**src/core/sbc_mode_pkg.sv**
```systemverilog
// shared constants and types for the mode and watchdog command decoder
package sbc_mode_pkg;

    // ------------------------------------------------------------------
    // frame and register addressing
    // ------------------------------------------------------------------
    localparam int CMD_W = 16;
    localparam int BITCNT_W = 5;
    localparam logic [BITCNT_W-1:0] FRAME_BITS = 5'h10;
    localparam logic [BITCNT_W-1:0] BITCNT_MAX = 5'h1F;
    localparam logic [4:0] REG_WATCHDOG_REFRESH = 5'h0D;
    localparam logic [4:0] REG_OPERATING_MODE_SELECT = 5'h0E;
    // first byte = {b15,b14, register, b8}
    localparam logic [1:0] PFX_WRITE = 2'h1;
    localparam logic [1:0] PFX_GLOBAL_RND = 2'h0;
    localparam logic [1:0] PFX_GLOBAL_STAT = 2'h3;
    localparam logic [7:0] BYTE_WD_WRITE = {PFX_WRITE, REG_WATCHDOG_REFRESH, 1'b0};
    localparam logic [7:0] BYTE_RETURN = {PFX_WRITE, REG_WATCHDOG_REFRESH, 1'b1};
    localparam logic [7:0] BYTE_MODE_WRITE = {PFX_WRITE, REG_OPERATING_MODE_SELECT, 1'b0};
    localparam logic [7:0] BYTE_GLOBAL_RND = {PFX_GLOBAL_RND, REG_OPERATING_MODE_SELECT, 1'b1};
    localparam logic [7:0] BYTE_GLOBAL_STAT = {PFX_GLOBAL_STAT, REG_OPERATING_MODE_SELECT, 1'b1};
    localparam logic [15:0] CMD_WD_REFRESH = {BYTE_WD_WRITE, 8'h00};

    // ------------------------------------------------------------------
    // mode field layout and encodings
    // ------------------------------------------------------------------
    localparam int SEL_MSB = 7;
    localparam int SEL_LSB = 3;
    localparam int RND_MSB = 2;
    localparam logic [4:0] MODE_INIT = 5'h00;
    localparam logic [4:0] MODE_FLASH = 5'h01;
    localparam logic [4:0] MODE_NORMAL_REQ = 5'h02;
    localparam logic [4:0] MODE_NORMAL = 5'h03;
    localparam logic [2:0] LP_OFF_GROUP = 3'h3;
    localparam int LP_ON_BIT = 4;
    localparam logic [1:0] RET_TO_RESET = 2'h0;
    localparam logic [1:0] RET_TO_FLASH = 2'h2;
    localparam logic [7:0] FIX_STATUS = 8'h00;
    localparam logic [7:0] LFSR_SEED = 8'hA5;

    // ------------------------------------------------------------------
    // carriers
    // ------------------------------------------------------------------
    typedef struct packed {
        logic sclk;
        logic cs_n;
        logic mosi;
    } spi_pins_s;

    typedef struct packed {
        logic low_power_regulator_off;
        logic low_power_regulator_on;
        logic timed_forced_wakeup;
        logic cyclic_sense;
        logic cyclic_int;
        logic lp_watchdog;
    } lp_cfg_s;

    typedef enum logic [0:0] {
        FR_IDLE = 1'b0,
        FR_SHIFT = 1'b1
    } frame_e;

endpackage : sbc_mode_pkg

```
**src/core/sbc_pin_sync.sv**
```systemverilog
// two-stage synchroniser with edge detection for a group of pins
module sbc_pin_sync #(
    parameter int W = 3,
    // level each pin rests at, so reset shows no false edge
    parameter logic [W-1:0] IDLE = '0
) (
    // clock and reset
    input wire logic i_sys_clk,
    input wire logic i_rst,
    // pins from outside the clock domain
    input wire logic [W-1:0] i_async,
    // synchronised level and one-cycle edges
    output logic [W-1:0] o_level,
    output logic [W-1:0] o_rise,
    output logic [W-1:0] o_fall
);
    import sbc_mode_pkg::*;

    typedef struct packed {
        logic [W-1:0] meta;
        logic [W-1:0] sync;
        logic [W-1:0] last;
    } sync_s;

    sync_s st;
    sync_s next_st;

    // ------------------------------------------------------------------
    // stages: meta feeds only sync, edges look at sync and last
    // ------------------------------------------------------------------
    always_comb begin
        next_st.meta = i_async;
        next_st.sync = st.meta;
        next_st.last = st.sync;
    end

    always_ff @(posedge i_sys_clk) begin
        if (i_rst) begin
            st <= '{meta: IDLE, sync: IDLE, last: IDLE};
        end else begin
            st <= next_st;
        end
    end

    // outputs from flops only
    assign o_level = st.sync;
    assign o_rise = st.sync & ~st.last;
    assign o_fall = ~st.sync & st.last;

endmodule : sbc_pin_sync

```
**src/core/sbc_mode_cmd.sv**
```systemverilog
// serial command decoder for watchdog refresh, mode changes and global status reads
module sbc_mode_cmd (
    // clock and reset
    input wire logic i_sys_clk,
    input wire logic i_rst,
    // serial pins to and from the controller
    input wire sbc_mode_pkg::spi_pins_s i_spi,
    output logic o_spi_miso,
    output logic o_spi_miso_oe,
    // device side inputs
    input wire logic i_rnd_guard_sel,
    input wire logic i_wake_pending,
    input wire logic i_safe_set,
    input wire logic i_debug_strap,
    // mode state and controls
    output logic [4:0] o_mode,
    output sbc_mode_pkg::lp_cfg_s o_lp_cfg,
    output logic o_debug,
    output logic o_safe_on,
    output logic o_wd_refresh,
    output logic o_reset_req,
    output logic o_wakeup
);
    import sbc_mode_pkg::*;

    typedef struct packed {
        frame_e fr;
        logic [BITCNT_W-1:0] bitcnt;
        logic [CMD_W-1:0] rx;
        logic [CMD_W-1:0] tx;
        logic [7:0] resp;
        logic [4:0] mode;
        lp_cfg_s lp;
        logic debug;
        logic safe;
        logic strap_done;
        logic guard_sel;
        logic [2:0] rnd_read;
        logic [7:0] lfsr;
        logic wd_pulse;
        logic reset_pulse;
        logic wake_pulse;
    } core_s;

    core_s st;
    core_s next_st;

    logic [2:0] pin_level;
    logic [2:0] pin_rise;
    logic [2:0] pin_fall;
    // rest levels: clock low, select high, data low
    localparam logic [2:0] PIN_IDLE = 3'h2;

    // ------------------------------------------------------------------
    // pin synchronisation, index 2 clock, 1 select, 0 data
    // ------------------------------------------------------------------
    sbc_pin_sync #(
        .W(3),
        .IDLE(PIN_IDLE)
    ) u_sync (
        .i_sys_clk(i_sys_clk),
        .i_rst(i_rst),
        .i_async({i_spi.sclk, i_spi.cs_n, i_spi.mosi}),
        .o_level(pin_level),
        .o_rise(pin_rise),
        .o_fall(pin_fall)
    );

    // regulator-off group or regulator-on group
    function automatic logic is_lp(input logic [4:0] code);
        is_lp = code[LP_ON_BIT] || (code[4:2] == LP_OFF_GROUP);
    endfunction : is_lp

    // decode a low power selection into its enables
    function automatic lp_cfg_s lp_decode(input logic [4:0] sel);
        lp_cfg_s c;
        c = '0;
        if (sel[LP_ON_BIT]) begin
            c.low_power_regulator_on = 1'b1;
            c.timed_forced_wakeup = sel[3];
            c.cyclic_sense = sel[2];
            c.cyclic_int = sel[1];
            c.lp_watchdog = sel[0];
        end else begin
            c.low_power_regulator_off = 1'b1;
            c.timed_forced_wakeup = sel[1];
            c.cyclic_sense = sel[0];
        end
        lp_decode = c;
    endfunction : lp_decode

    logic [CMD_W-1:0] cmd;
    logic [4:0] sel;
    logic [2:0] rnd_in;
    logic code_ok;

    // ------------------------------------------------------------------
    // field taps of the received word
    // ------------------------------------------------------------------
    assign cmd = st.rx;
    assign sel = cmd[SEL_MSB:SEL_LSB];
    assign rnd_in = cmd[RND_MSB:0];
    // a guarded request must carry the last code read, inverted
    assign code_ok = !st.guard_sel || (rnd_in == ~st.rnd_read);

    // ------------------------------------------------------------------
    // next state
    // ------------------------------------------------------------------
    always_comb begin
        next_st = st;
        next_st.wd_pulse = 1'b0;
        next_st.reset_pulse = 1'b0;
        next_st.wake_pulse = 1'b0;
        // free-running code source, sampled at each code read
        // fixed seed keeps runs repeatable; a guard, not a secret
        next_st.lfsr = {st.lfsr[6:0], st.lfsr[7] ^ st.lfsr[5] ^ st.lfsr[4] ^ st.lfsr[3]};

        // debug strap taken once, on the first edge after reset
        // later strap changes are ignored until the next reset
        if (!st.strap_done) begin
            next_st.debug = i_debug_strap;
            next_st.strap_done = 1'b1;
        end

        // guard choice follows its config bit only in INIT, then freezes
        if (st.mode == MODE_INIT) begin
            next_st.guard_sel = i_rnd_guard_sel;
        end

        // frame tracking: open on select fall, shift until select rises
        case (st.fr)
            FR_IDLE: begin
                if (pin_fall[1]) begin
                    // load fixed status and the previous answer
                    next_st.fr = FR_SHIFT;
                    next_st.bitcnt = '0;
                    next_st.tx = {FIX_STATUS, st.resp};
                end
            end
            FR_SHIFT: begin
                // sample on rising clock, shift out on falling
                if (pin_rise[2]) begin
                    next_st.rx = {st.rx[CMD_W-2:0], pin_level[0]};
                    // saturate so an overlong frame never wraps back to sixteen
                    if (st.bitcnt != BITCNT_MAX) begin
                        next_st.bitcnt = st.bitcnt + 5'h01;
                    end
                end
                if (pin_fall[2]) begin
                    next_st.tx = {st.tx[CMD_W-2:0], 1'b0};
                end
                if (pin_rise[1]) begin
                    next_st.fr = FR_IDLE;
                end
            end
            default: begin
                next_st.fr = FR_IDLE;
            end
        endcase

        // execute on frame end, only a frame of exactly sixteen bits
        if (pin_rise[1] && st.fr == FR_SHIFT && st.bitcnt == FRAME_BITS) begin
            case (cmd[15:8])
                BYTE_WD_WRITE: begin
                    // any nonzero low byte is not a refresh; drop it
                    if (cmd == CMD_WD_REFRESH) begin
                        next_st.wd_pulse = 1'b1;
                        if (st.mode == MODE_INIT || st.mode == MODE_NORMAL_REQ) begin
                            next_st.mode = MODE_NORMAL;
                        end
                    end
                end
                BYTE_RETURN: begin
                    // low six bits must be clear, anything else is dropped
                    if (cmd[5:0] == 6'h00) begin
                        if (cmd[7:6] == RET_TO_RESET) begin
                            next_st.mode = MODE_INIT;
                            next_st.lp = '0;
                            next_st.reset_pulse = 1'b1;
                        end else if (cmd[7:6] == RET_TO_FLASH) begin
                            next_st.mode = MODE_FLASH;
                            next_st.lp = '0;
                        end
                    end
                end
                BYTE_MODE_WRITE: begin
                    // low power entry is taken from Normal only, else dropped silently
                    if (sel == MODE_NORMAL_REQ && st.lp.low_power_regulator_on) begin
                        // serial wake from regulator-on low power
                        next_st.mode = MODE_NORMAL_REQ;
                        next_st.lp = '0;
                        next_st.wake_pulse = 1'b1;
                    end else if (is_lp(sel) && st.mode == MODE_NORMAL && code_ok) begin
                        // unguarded requests ignore the low bits, so 0x5C60 enters
                        next_st.mode = sel;
                        next_st.lp = lp_decode(sel);
                    end
                end
                BYTE_GLOBAL_RND: begin
                    if (cmd[6:0] == 7'h00) begin
                        if (cmd[7]) begin
                            next_st.safe = 1'b0;
                        end else begin
                            next_st.debug = 1'b0;
                        end
                        next_st.resp = {st.mode, st.lfsr[2:0]};
                        next_st.rnd_read = st.lfsr[2:0];
                    end
                end
                BYTE_GLOBAL_STAT: begin
                    if (cmd[6:0] == 7'h00) begin
                        if (cmd[7]) begin
                            next_st.safe = 1'b0;
                        end else begin
                            next_st.debug = 1'b0;
                        end
                        // answer shows state before this command's own effect
                        next_st.resp = {st.mode, 1'b0, st.safe, st.debug};
                    end
                end
                default: begin
                    // other registers belong to other blocks
                end
            endcase
        end

        // a flag left pending wakes the device right after low power entry
        // placed after the decode so it outranks a command in the same cycle
        if (is_lp(st.mode) && i_wake_pending) begin
            next_st.mode = MODE_NORMAL_REQ;
            next_st.lp = '0;
            next_st.wake_pulse = 1'b1;
        end

        // hardware activation of the safe driver wins over a clear
        if (i_safe_set) begin
            next_st.safe = 1'b1;
        end
    end

    // ------------------------------------------------------------------
    // state register
    // ------------------------------------------------------------------
    // whole state clears together, so no half frame survives reset
    always_ff @(posedge i_sys_clk) begin
        if (i_rst) begin
            st <= '{
                fr: FR_IDLE,
                bitcnt: '0,
                rx: '0,
                tx: '0,
                resp: '0,
                mode: MODE_INIT,
                lp: '0,
                debug: 1'b0,
                safe: 1'b0,
                strap_done: 1'b0,
                guard_sel: 1'b0,
                rnd_read: '0,
                lfsr: LFSR_SEED,
                wd_pulse: 1'b0,
                reset_pulse: 1'b0,
                wake_pulse: 1'b0
            };
        end else begin
            st <= next_st;
        end
    end

    // ------------------------------------------------------------------
    // outputs
    // ------------------------------------------------------------------
    // data line driven only while a frame is open
    assign o_spi_miso = st.tx[CMD_W-1];
    assign o_spi_miso_oe = (st.fr == FR_SHIFT);
    assign o_mode = st.mode;
    assign o_lp_cfg = st.lp;
    assign o_debug = st.debug;
    assign o_safe_on = st.safe;
    // pulses stand one cycle; consumers must register them
    assign o_wd_refresh = st.wd_pulse;
    assign o_reset_req = st.reset_pulse;
    assign o_wakeup = st.wake_pulse;

endmodule : sbc_mode_cmd

```
**config.mk**
```make
export PLATFORM = sky130hd
export DESIGN_NAME = sbc_mode_cmd
export DESIGN_NICKNAME = d
export VERILOG_FILES = /design/src/core/sbc_mode_pkg.sv /design/src/core/sbc_pin_sync.sv /design/src/core/sbc_mode_cmd.sv
export SDC_FILE = /design/constraint.sdc
export NUM_CORES = 1
export LEC_CHECK = 0
export ABC_AREA = 1
export BUFFER_PORTS_ARGS = -buffer_cell sky130_fd_sc_hd__buf_4
export CORE_AREA = 2 2 94 87
export DETAILED_ROUTE_END_ITERATION = 7
export DIE_AREA = 0 0 96 89
export PLACE_DENSITY_LB_ADDON = 0.25
export SYNTH_ARGS = -nofsm -noshare
export SYNTH_HDL_FRONTEND = slang
export SYNTH_SLANG_ARGS = --single-unit
```
**constraint.sdc**
```tcl
create_clock -name i_sys_clk -period 2.1 [get_ports i_sys_clk]
set_input_delay 0.315 -clock i_sys_clk [delete_from_list [all_inputs] [get_ports i_sys_clk]]
set_output_delay 0.315 -clock i_sys_clk [all_outputs]
set_load 0.05 [all_outputs]
```
==> impl_results.rst, run 1 <==
.. list-table::
   :header-rows: 1

   * - Metric
     - Value
   * - Yosys top cell area share
     - 45.23%
   * - Library cell contributing the largest single delay on the critical path
     - sky130_fd_sc_hd__dfxtp_1
   * - FF+latch count, synth
     - between 80 and 90
   * - Number of hold violations in the final report
     - 0
   * - Die X-Extent
     - around 96 microns
   * - NumNets Final
     - between 500 and 600
   * - Detailed-route via count
     - 2956
   * - First-iteration detailed-routing DRC count
     - slightly above 100
   * - CTS clock-pin slew for the worst setup and hold paths
     - 90 ps
   * - Number of fill cells
     - 711
   * - Largest family of logic cells by synthesized area
     - simple AND/OR/NAND/NOR gates
   * - Placed inst area
     - 0.003884 sq mm
   * - Post-synthesis simple-gate area fraction
     - between 20 and 25%
   * - First-pass GRT wire length
     - roughly 12 mm
   * - Sw frac
     - between 20% and 30%
   * - Clock share of power
     - a little under two fifths
   * - Number of synthesis warnings
     - 0
   * - ANT nets after route
     - 0
   * - Clock buffer count from CTS
     - 9
   * - Worst setup path category
     - reg -> reg
   * - Number of instances in the synthesized netlist
     - ~480
   * - Main area contributors after synthesis
     - sky130_fd_sc_hd__dfxtp_1, sky130_fd_sc_hd__a21oi_1, sky130_fd_sc_hd__nand2_1
   * - Share of the core filled with cells
     - between 50% and 60%
   * - Number of setup buffers added after CTS
     - 0
   * - Storage cell area
     - around 0.0017 sq mm
   * - Count of unique library cells instantiated by Yosys
     - 40
   * - Part of the power in combinational logic
     - about 6.1%
   * - Sequential share of power
     - roughly 57%
   * - Footprint of the multi-input gates
     - between 0.0015 and 0.002 sq mm
   * - Net count after synthesis
     - a little under 500
   * - Required time of the worst setup path
     - between 2000 and 2500 ps
   * - Final critical path time including I/O delays and setup
     - between 1500 and 2000 ps
   * - Count of clock tree sinks
     - 83
   * - Accumulated negative setup slack
     - 0 ps
   * - Share of layout cells above drive strength 1
     - ~18%
   * - Overall overflow remaining after global route
     - 0
   * - Post-route insts no fill
     - a little under 600
   * - GP Congestion
     - between 0.8 and 0.9
   * - Power Density
     - slightly above 700 mW/mm^2
   * - Clock tree root driver cell
     - sky130_fd_sc_hd__clkbuf_8
   * - Final setup violation count
     - 0
   * - Switching power
     - ~740 uW
   * - Max FO, Critical Path
     - 8
   * - Area growth, synth to finish
     - 10.80%
   * - Slowest stage delay, CP
     - 340 ps
   * - Crit path arrival time
     - approximately 2000 ps
   * - Average wire per cell in the routed design
     - between 10 and 15 microns
   * - Number of placed I/O pins
     - 27
   * - Yosys top cell by area
     - sky130_fd_sc_hd__dfxtp_1
   * - Effective utilization at floorplan
     - approximately half
   * - Leakage
     - 0.001688 uW
   * - Post-placement cell count
     - ~580
   * - Synth Area in Compound Gates
     - between 10% and 20%
   * - Number of iterations in the first detailed-routing pass
     - 5
   * - Antenna cell count
     - 0
   * - Result of the run
     - finished, final reports clean
   * - Core Region
     - about 0.0075 sq mm
   * - Max-cap violation count
     - 0
   * - RSZ-0062 raised after global routing
     - false
   * - DRC viols
     - 0
   * - Post-layout instance area
     - 0.004070 sq mm
   * - Fraction of the cycle the final worst path needs
     - roughly four fifths
   * - Mean number of vias per cell
     - between 4 and 5
   * - Fraction of the yosys area taken by sequential cells
     - 45.23%
   * - Total die area
     - ~0.0085 sq mm
   * - Total wirelength of the detailed-routed design
     - slightly above 7 mm
   * - Maximum clock insertion buffer count
     - 2
   * - Post-CTS Resized
     - 0
   * - Initial antenna violation count
     - 0
   * - Sequence of cells on the critical path
     - inv_1 > ha_1 > nand3_4 > nor2_8 > nand2_2 > or2_1 > o21ai_1 > a21oi_1
   * - Crit path launch type
     - register
   * - Worst slack on hold paths
     - 141.1 ps
   * - Number of global-route vias before repair
     - about 2600
   * - Mapped Avg Cell Area
     - between 7 and 8 sq um
   * - Maximum clock frequency
     - around 600 MHz
   * - Slew margin rel.
     - a little over three fifths
   * - Worst vdd ir
     - just under 0.3 mV
   * - Critical path capture point type
     - register
   * - Clock insertion delay at the later pin of the skew report
     - around 350 ps
   * - Portion of netlist area occupied by mux cells
     - 0%
   * - Largest net degree at the start of global routing
     - 31
   * - Number of H-tree levels
     - 3
   * - Quantity of I/O buffers inserted on ports
     - 26
   * - Worst min-delay path class
     - in -> reg
   * - Post-cts hold buffer count
     - 0
   * - Overall fraction of global-route tracks in use
     - between 10% and 20%
   * - Post-synthesis share of cell area spent on xor and xnor gates
     - less than 1%
   * - Transition time at the pin with the least slew margin
     - 550.0 ps
   * - Half-perimeter wire length after placement
     - just over 5 mm
   * - Design internal power
     - around 2100 uW
   * - TritonCTS clock tree
     - built
   * - Die height
     - roughly 89 microns
   * - Num rows
     - 30
   * - Post-synthesis instance area
     - 0.003674 sq mm
   * - Max Clock Skew
     - roughly 7.5 ps
   * - Number of max-slew violations in the final report
     - 0
   * - Adder-Cell Fraction of Synth Area
     - between 1 and 1.5%
-- cell usage in the layout, fill, tap and decap left out, types with 2 or more instances in the layout --
| cell type | netlist | layout |
|---|---|---|
| sky130_fd_sc_hd__dfxtp_1 | 83 | 83 |
| sky130_fd_sc_hd__nand2_1 | 68 | 68 |
| sky130_fd_sc_hd__a21oi_1 | 61 | 61 |
| sky130_fd_sc_hd__nor2_1 | 58 | 58 |
| sky130_fd_sc_hd__inv_1 | 53 | 53 |
| sky130_fd_sc_hd__o21ai_0 | 37 | 37 |
| sky130_fd_sc_hd__buf_4 | 12 | 33 |
| sky130_fd_sc_hd__nand3_1 | 16 | 16 |
| sky130_fd_sc_hd__clkbuf_8 | 0 | 10 |
| sky130_fd_sc_hd__nor3_1 | 9 | 9 |
| sky130_fd_sc_hd__inv_2 | 7 | 7 |
| sky130_fd_sc_hd__nand4_1 | 6 | 6 |
| sky130_fd_sc_hd__nand2_2 | 5 | 5 |
| sky130_fd_sc_hd__or2_2 | 5 | 5 |
| sky130_fd_sc_hd__nor2_2 | 4 | 4 |
| sky130_fd_sc_hd__o21ai_1 | 4 | 4 |
| sky130_fd_sc_hd__nand3_4 | 3 | 3 |
| sky130_fd_sc_hd__clkinv_4 | 1 | 3 |
| sky130_fd_sc_hd__o211ai_1 | 3 | 3 |
| sky130_fd_sc_hd__ha_1 | 3 | 3 |
| sky130_fd_sc_hd__clkinvlp_4 | 0 | 3 |
| sky130_fd_sc_hd__nand3_2 | 2 | 2 |
| sky130_fd_sc_hd__a21oi_2 | 2 | 2 |
| sky130_fd_sc_hd__nor2_4 | 2 | 2 |
| sky130_fd_sc_hd__nand2_4 | 2 | 2 |
| sky130_fd_sc_hd__a211oi_2 | 2 | 2 |
-- power groups by stage --
stage	sequential, uW	combinational, uW	clock, uW
2_1_floorplan	1680	117	0
3_3_place_gp	1680	173	0
3_5_place_dp	1680	177	0
4_1_cts	1640	178	1090
5_1_grt	1650	199	1160
6_report	1640	176	1070
-- worst paths after layout --
check	start	cells after the start	slack [ps]	endpoint
max reg2reg	st[69]$_SDFFE_PP0P_	8	390	st[12]$_SDFFE_PP0P_
min reg2reg	u_sync.next_st[3]$_SDFF_PP0_	2	410	u_sync.o_level[0]$_SDFF_PP0_
min	i_spi[1]	2	140	u_sync.next_st[4]$_SDFF_PP1_
max	st[69]$_SDFFE_PP0P_	8	390	st[12]$_SDFFE_PP0P_
-- sequential cells by signal (all words and copies together), names as in the netlist, 2 cells and up --
| name | cells |
|---|---|
| cmd | 16 |
| next_st | 7 |
| o_lp_cfg | 6 |
| o_mode | 5 |
| st | 34 |
| u_sync.next_st | 3 |
| u_sync.o_level | 3 |
| u_sync.st | 2 |
-- worst max-delay path: cells and delay by family (launching register included) --
| kind | cells | cell delay (ps) |
|---|---|---|
| adder cells (fa/ha/maj) | 1 | 200 |
| flip-flops | 1 | 340 |
| buffers and inverters | 1 | 100 |
| AO/OA/AOI/OAI | 2 | 240 |
| AND/OR/NAND/NOR | 4 | 720 |
-- cells in the mapped netlist (all sizes together) --
cell,number
xnor2,1
inv,60
and3,1
or2,6
nand3,21
nor2,65
clkinv,2
nand4,7
a211oi,3
dfxtp,83
a21oi,63
nor3,11
nand2,75
o211ai,3
a31oi,1
xor2,1
clkbuf,12
ha,3
o21ai,43
buf,18
-- logic make-up (layout without fill, tap and decap cells) --
logic type / after synthesis / after routing
AOI/OAI and AO/OA: 113 / 113
xor gates and xnor gates: 2 / 2
adders and majority gates: 3 / 3
buffers and inverters: 92 / 112
DFF: 83 / 83
and+or+nand+nor: 186 / 186
-- final cells by class --
cell class | instances | share of cell area (%)
Sequential cell | 83 | 40.82
Multi-Input combinational cell | 304 | 39.23
Timing Repair Buffer | 34 | 6.579
Inverter | 62 | 5.841
Clock buffer | 10 | 3.381
Tap cell | 96 | 2.951
Clock inverter | 6 | 1.199
-- stage by stage --
stage	setup WS, ps	total power (uW)
2_1_floorplan	267.9	1797
3_3_place_gp	447.8	1850
3_5_place_dp	415.4	1855
4_1_cts	405.2	2910
5_1_grt	170.5	3002
6_report	386.1	2884
-- per-layer routing --
metal / wire length (microns) / GRT usage (%)
met1: 3677 / 25.14
met2: 3134 / 27.34
met3: 251 / 4.384
met4: 72 / 5.455
met5: 0 / 0
(Power assumes the default switching activity.)
==> run 2: changes to the inputs <==
==> constraint.sdc (replaced) <==
create_clock -name i_sys_clk -period 1.65 [get_ports i_sys_clk]
set_input_delay 0.2475 -clock i_sys_clk [delete_from_list [all_inputs] [get_ports i_sys_clk]]
set_output_delay 0.2475 -clock i_sys_clk [all_outputs]
set_load 0.05 [all_outputs]
==> impl_results.rst, run 2 (synthesized netlist as in run 1, its figures left out) <==
.. list-table::
   :header-rows: 1

   * - Metric
     - Value
   * - Maximum clock insertion buffer count
     - 2 (unchanged)
   * - Number of H-tree levels
     - 3 (unchanged)
   * - Sequence of cells on the critical path
     - inv_1 > ha_2 > nand3_4 > nor2_8 > nand3_2 > a31oi_2 > nor2_1 > nor2_1
   * - Crit path arrival time
     - 1860 ps (-90 ps)
   * - Accumulated negative setup slack
     - 0 ps (unchanged)
   * - Fraction of the cycle the final worst path needs
     - 94.88% (+13 points)
   * - Clock buffer count from CTS
     - 9 (unchanged)
   * - Buffers plus inverters on the worst setup path
     - 1 (unchanged)
   * - Cell class contributing the biggest share of worst-path delay
     - simple AND/OR/NAND/NOR gates
   * - Most common cell after layout, fill and taps aside
     - sky130_fd_sc_hd__dfxtp_1
   * - Total die area
     - 0.008544 sq mm (unchanged)
   * - Most frequent CP cell
     - sky130_fd_sc_hd__nor2_1
   * - First-pass GRT wire length
     - 12.21 mm (+1.8%)
   * - Average wire per cell in the routed design
     - 12.40 microns (+3.4%)
   * - Worst Reg2Reg Path Length in Cells
     - 8 (unchanged)
   * - Max Clock Skew
     - 12.59 ps (+5.136 ps)
   * - Total number of cells along the worst setup path
     - 8 (unchanged)
   * - Clock insertion delay at the later pin of the skew report
     - 350 ps (about the same)
   * - Destination of the worst register-to-register timing path
     - o_lp_cfg[4]$_SDFFE_PP0P_
   * - DRC viols
     - 0 (unchanged)
   * - Worst R2R Start
     - st[70]$_SDFFE_PP0P_
   * - Crit path launch type
     - register
   * - CTS clock-pin slew for the worst setup and hold paths
     - 90 ps (about the same)
   * - Initial antenna violation count
     - 0 (unchanged)
   * - Post-layout instance area
     - 0.004198 sq mm (+3.1%)
   * - Count of clock tree sinks
     - 83 (unchanged)
   * - Number of iterations in the first detailed-routing pass
     - 4 (-1)
   * - RSZ-0062 raised after global routing
     - true
   * - Antenna cell count
     - 0 (unchanged)
   * - Overall overflow remaining after global route
     - 0 (unchanged)
   * - Quantity of I/O buffers inserted on ports
     - 26 (unchanged)
   * - Commonest cells after routing, fill and taps aside
     - sky130_fd_sc_hd__dfxtp_1, sky130_fd_sc_hd__nand2_1, sky130_fd_sc_hd__a21oi_1
   * - Power Density
     - 873.3 mW/mm^2 (+23%)
   * - First-iteration detailed-routing DRC count
     - 108 (+4.9%)
   * - Post-placement cell count
     - 583 (+0.69%)
   * - ANT nets after route
     - 0 (unchanged)
   * - Worst setup path category
     - reg -> reg
   * - Number of flip-flops in the largest register
     - 34 (unchanged)
   * - Total power of the final layout
     - 3666 uW (+27%)
   * - Flop-to-flop setup slack
     - 80 ps (-300 ps)
   * - Placed inst area
     - 0.003930 sq mm (+1.2%)
   * - Die X-Extent
     - 96 microns (unchanged)
   * - Number of max-slew violations in the final report
     - 0 (unchanged)
   * - Half-perimeter wire length after placement
     - 5.177 mm (+0.61%)
   * - Register name with the most flops
     - st
   * - Number of global-route vias before repair
     - 2785 (+7.2%)
   * - Number of placed I/O pins
     - 27 (unchanged)
   * - Worst vdd ir
     - 0.3951 mV (+33%)
   * - Largest net degree at the start of global routing
     - 31 (unchanged)
   * - Slowest stage delay, CP
     - 320 ps (-20 ps)
   * - Max-cap violation count
     - 0 (unchanged)
   * - GP Congestion
     - 0.8024 (-6.0%)
   * - Area growth, synth to finish
     - 14.27%
   * - Share of the core filled with cells
     - 56.20% (+1.7 points)
   * - Required time of the worst setup path
     - 1940 ps (-390 ps)
   * - TritonCTS clock tree
     - built
   * - Number of hold violations in the final report
     - 0 (unchanged)
   * - Library cell contributing the largest single delay on the critical path
     - sky130_fd_sc_hd__dfxtp_1
   * - Result of the run
     - finished, final reports clean
   * - Critical path capture point type
     - register
   * - Post-route insts no fill
     - 603 (+1.3%)
   * - Final critical path time including I/O delays and setup
     - 1566 ps (-148.4 ps)
   * - Transition time at the pin with the least slew margin
     - 472.6 ps (-77.38 ps)
   * - Overall fraction of global-route tracks in use
     - 18.12% (+0.20 points)
   * - Clock tree root driver cell
     - sky130_fd_sc_hd__clkbuf_8
   * - Total wirelength of the detailed-routed design
     - 7.475 mm (+4.8%)
   * - NumNets Final
     - 514 (+1.6%)
   * - Leakage
     - 0.001724 uW (+2.1%)
   * - Num rows
     - 30 (unchanged)
   * - Core Region
     - 0.007470 sq mm (unchanged)
   * - Maximum clock frequency
     - 638.8 MHz (+9.5%)
   * - Slew margin rel.
     - 68.46% (+5.2 points)
   * - Effective utilization at floorplan
     - 49.18% (unchanged)
   * - Final setup violation count
     - 0 (unchanged)
   * - Detailed-route via count
     - 3006 (+1.7%)
   * - Max FO, Critical Path
     - 8 (unchanged)
   * - Setup crit end
     - o_lp_cfg[4]$_SDFFE_PP0P_
   * - Worst min-delay path class
     - in -> reg
   * - Post-cts hold buffer count
     - 0 (unchanged)
   * - Mean number of vias per cell
     - 4.985 (+0.34%)
   * - Die height
     - 89 microns (unchanged)
   * - Share of layout cells above drive strength 1
     - 23.27% (+4.8 points)
   * - Source of the critical timing path
     - st[70]$_SDFFE_PP0P_
run 2: worst register-to-register path, stage by stage, from the launching register on:
cell and delay [ps]:
sky130_fd_sc_hd__dfxtp_1 320, sky130_fd_sc_hd__inv_1 110, sky130_fd_sc_hd__ha_2 200, sky130_fd_sc_hd__nand3_4 100, sky130_fd_sc_hd__nor2_8 170, sky130_fd_sc_hd__nand3_2 160, sky130_fd_sc_hd__a31oi_2 310, sky130_fd_sc_hd__nor2_1 70
sky130_fd_sc_hd__nor2_1 90
run 2: final cells by class:
cell class | count | area (sq um)
fill | 711 | 3272
sequential | 83 | 1669
clock inverter | 7 | 57.56
inverter | 62 | 237.7
multi-input combinational | 307 | 1672
clock buffer | 9 | 123.9
timing repair buffer | 39 | 317.8
tap | 96 | 120.1
run 2: timing repair:
| item | CTS | global route |
|---|---|---|
| setup buffers | 0 | 1 |
| resized for setup | 1 | 20 |
| pin swaps | 0 | 10 |
| cloned | 0 | 3 |
| endpoints found under the setup margin | 2 | 28 |
run 2: worst min-delay path by stage:
stage / from / end / slack [ps] / depth (start not counted)
CTS: i_spi[1] / u_sync.next_st[4]$_SDFF_PP1_ / 60 / 2
finish: i_spi[1] / u_sync.next_st[4]$_SDFF_PP1_ / 80 / 2
detailed placement: u_sync.next_st[5]$_SDFF_PP0_ / u_sync.o_level[2]$_SDFF_PP0_ / 400 / 2
floorplan: i_spi[1] / u_sync.next_st[4]$_SDFF_PP1_ / 350 / 1
global placement: u_sync.next_st[4]$_SDFF_PP1_ / u_sync.o_level[1]$_SDFF_PP1_ / 390 / 1
global route: i_spi[1] / u_sync.next_st[4]$_SDFF_PP1_ / 70 / 2
run 2: stage by stage:
step           hold slack [ps]  setup WS (ps)
4_1_cts                  61.62          11.74
3_5_place_dp             398.6         -15.87
5_1_grt                  72.12         -39.65
3_3_place_gp             391.8          49.38
6_report                 80.79          84.45
2_1_floorplan            351.3          75.81
run 2: routing by layer:
layer  track usage (%)  vias up  share of wire [%]
met5                 0        -                  0
met3             5.059        8                4.0
met2             29.99       52                 47
li1                  -     1583                  -
met1             23.37     1363                 48
met4             4.805        0                1.2
run 2: power by group:
group	internal [uW]	leakage [uW]	total [uW]	switching [uW]
Clock	568	0.0000847	1340	771
Sequential	2050	0.000677	2090	34.0
Combinational	91.2	0.000962	241	150
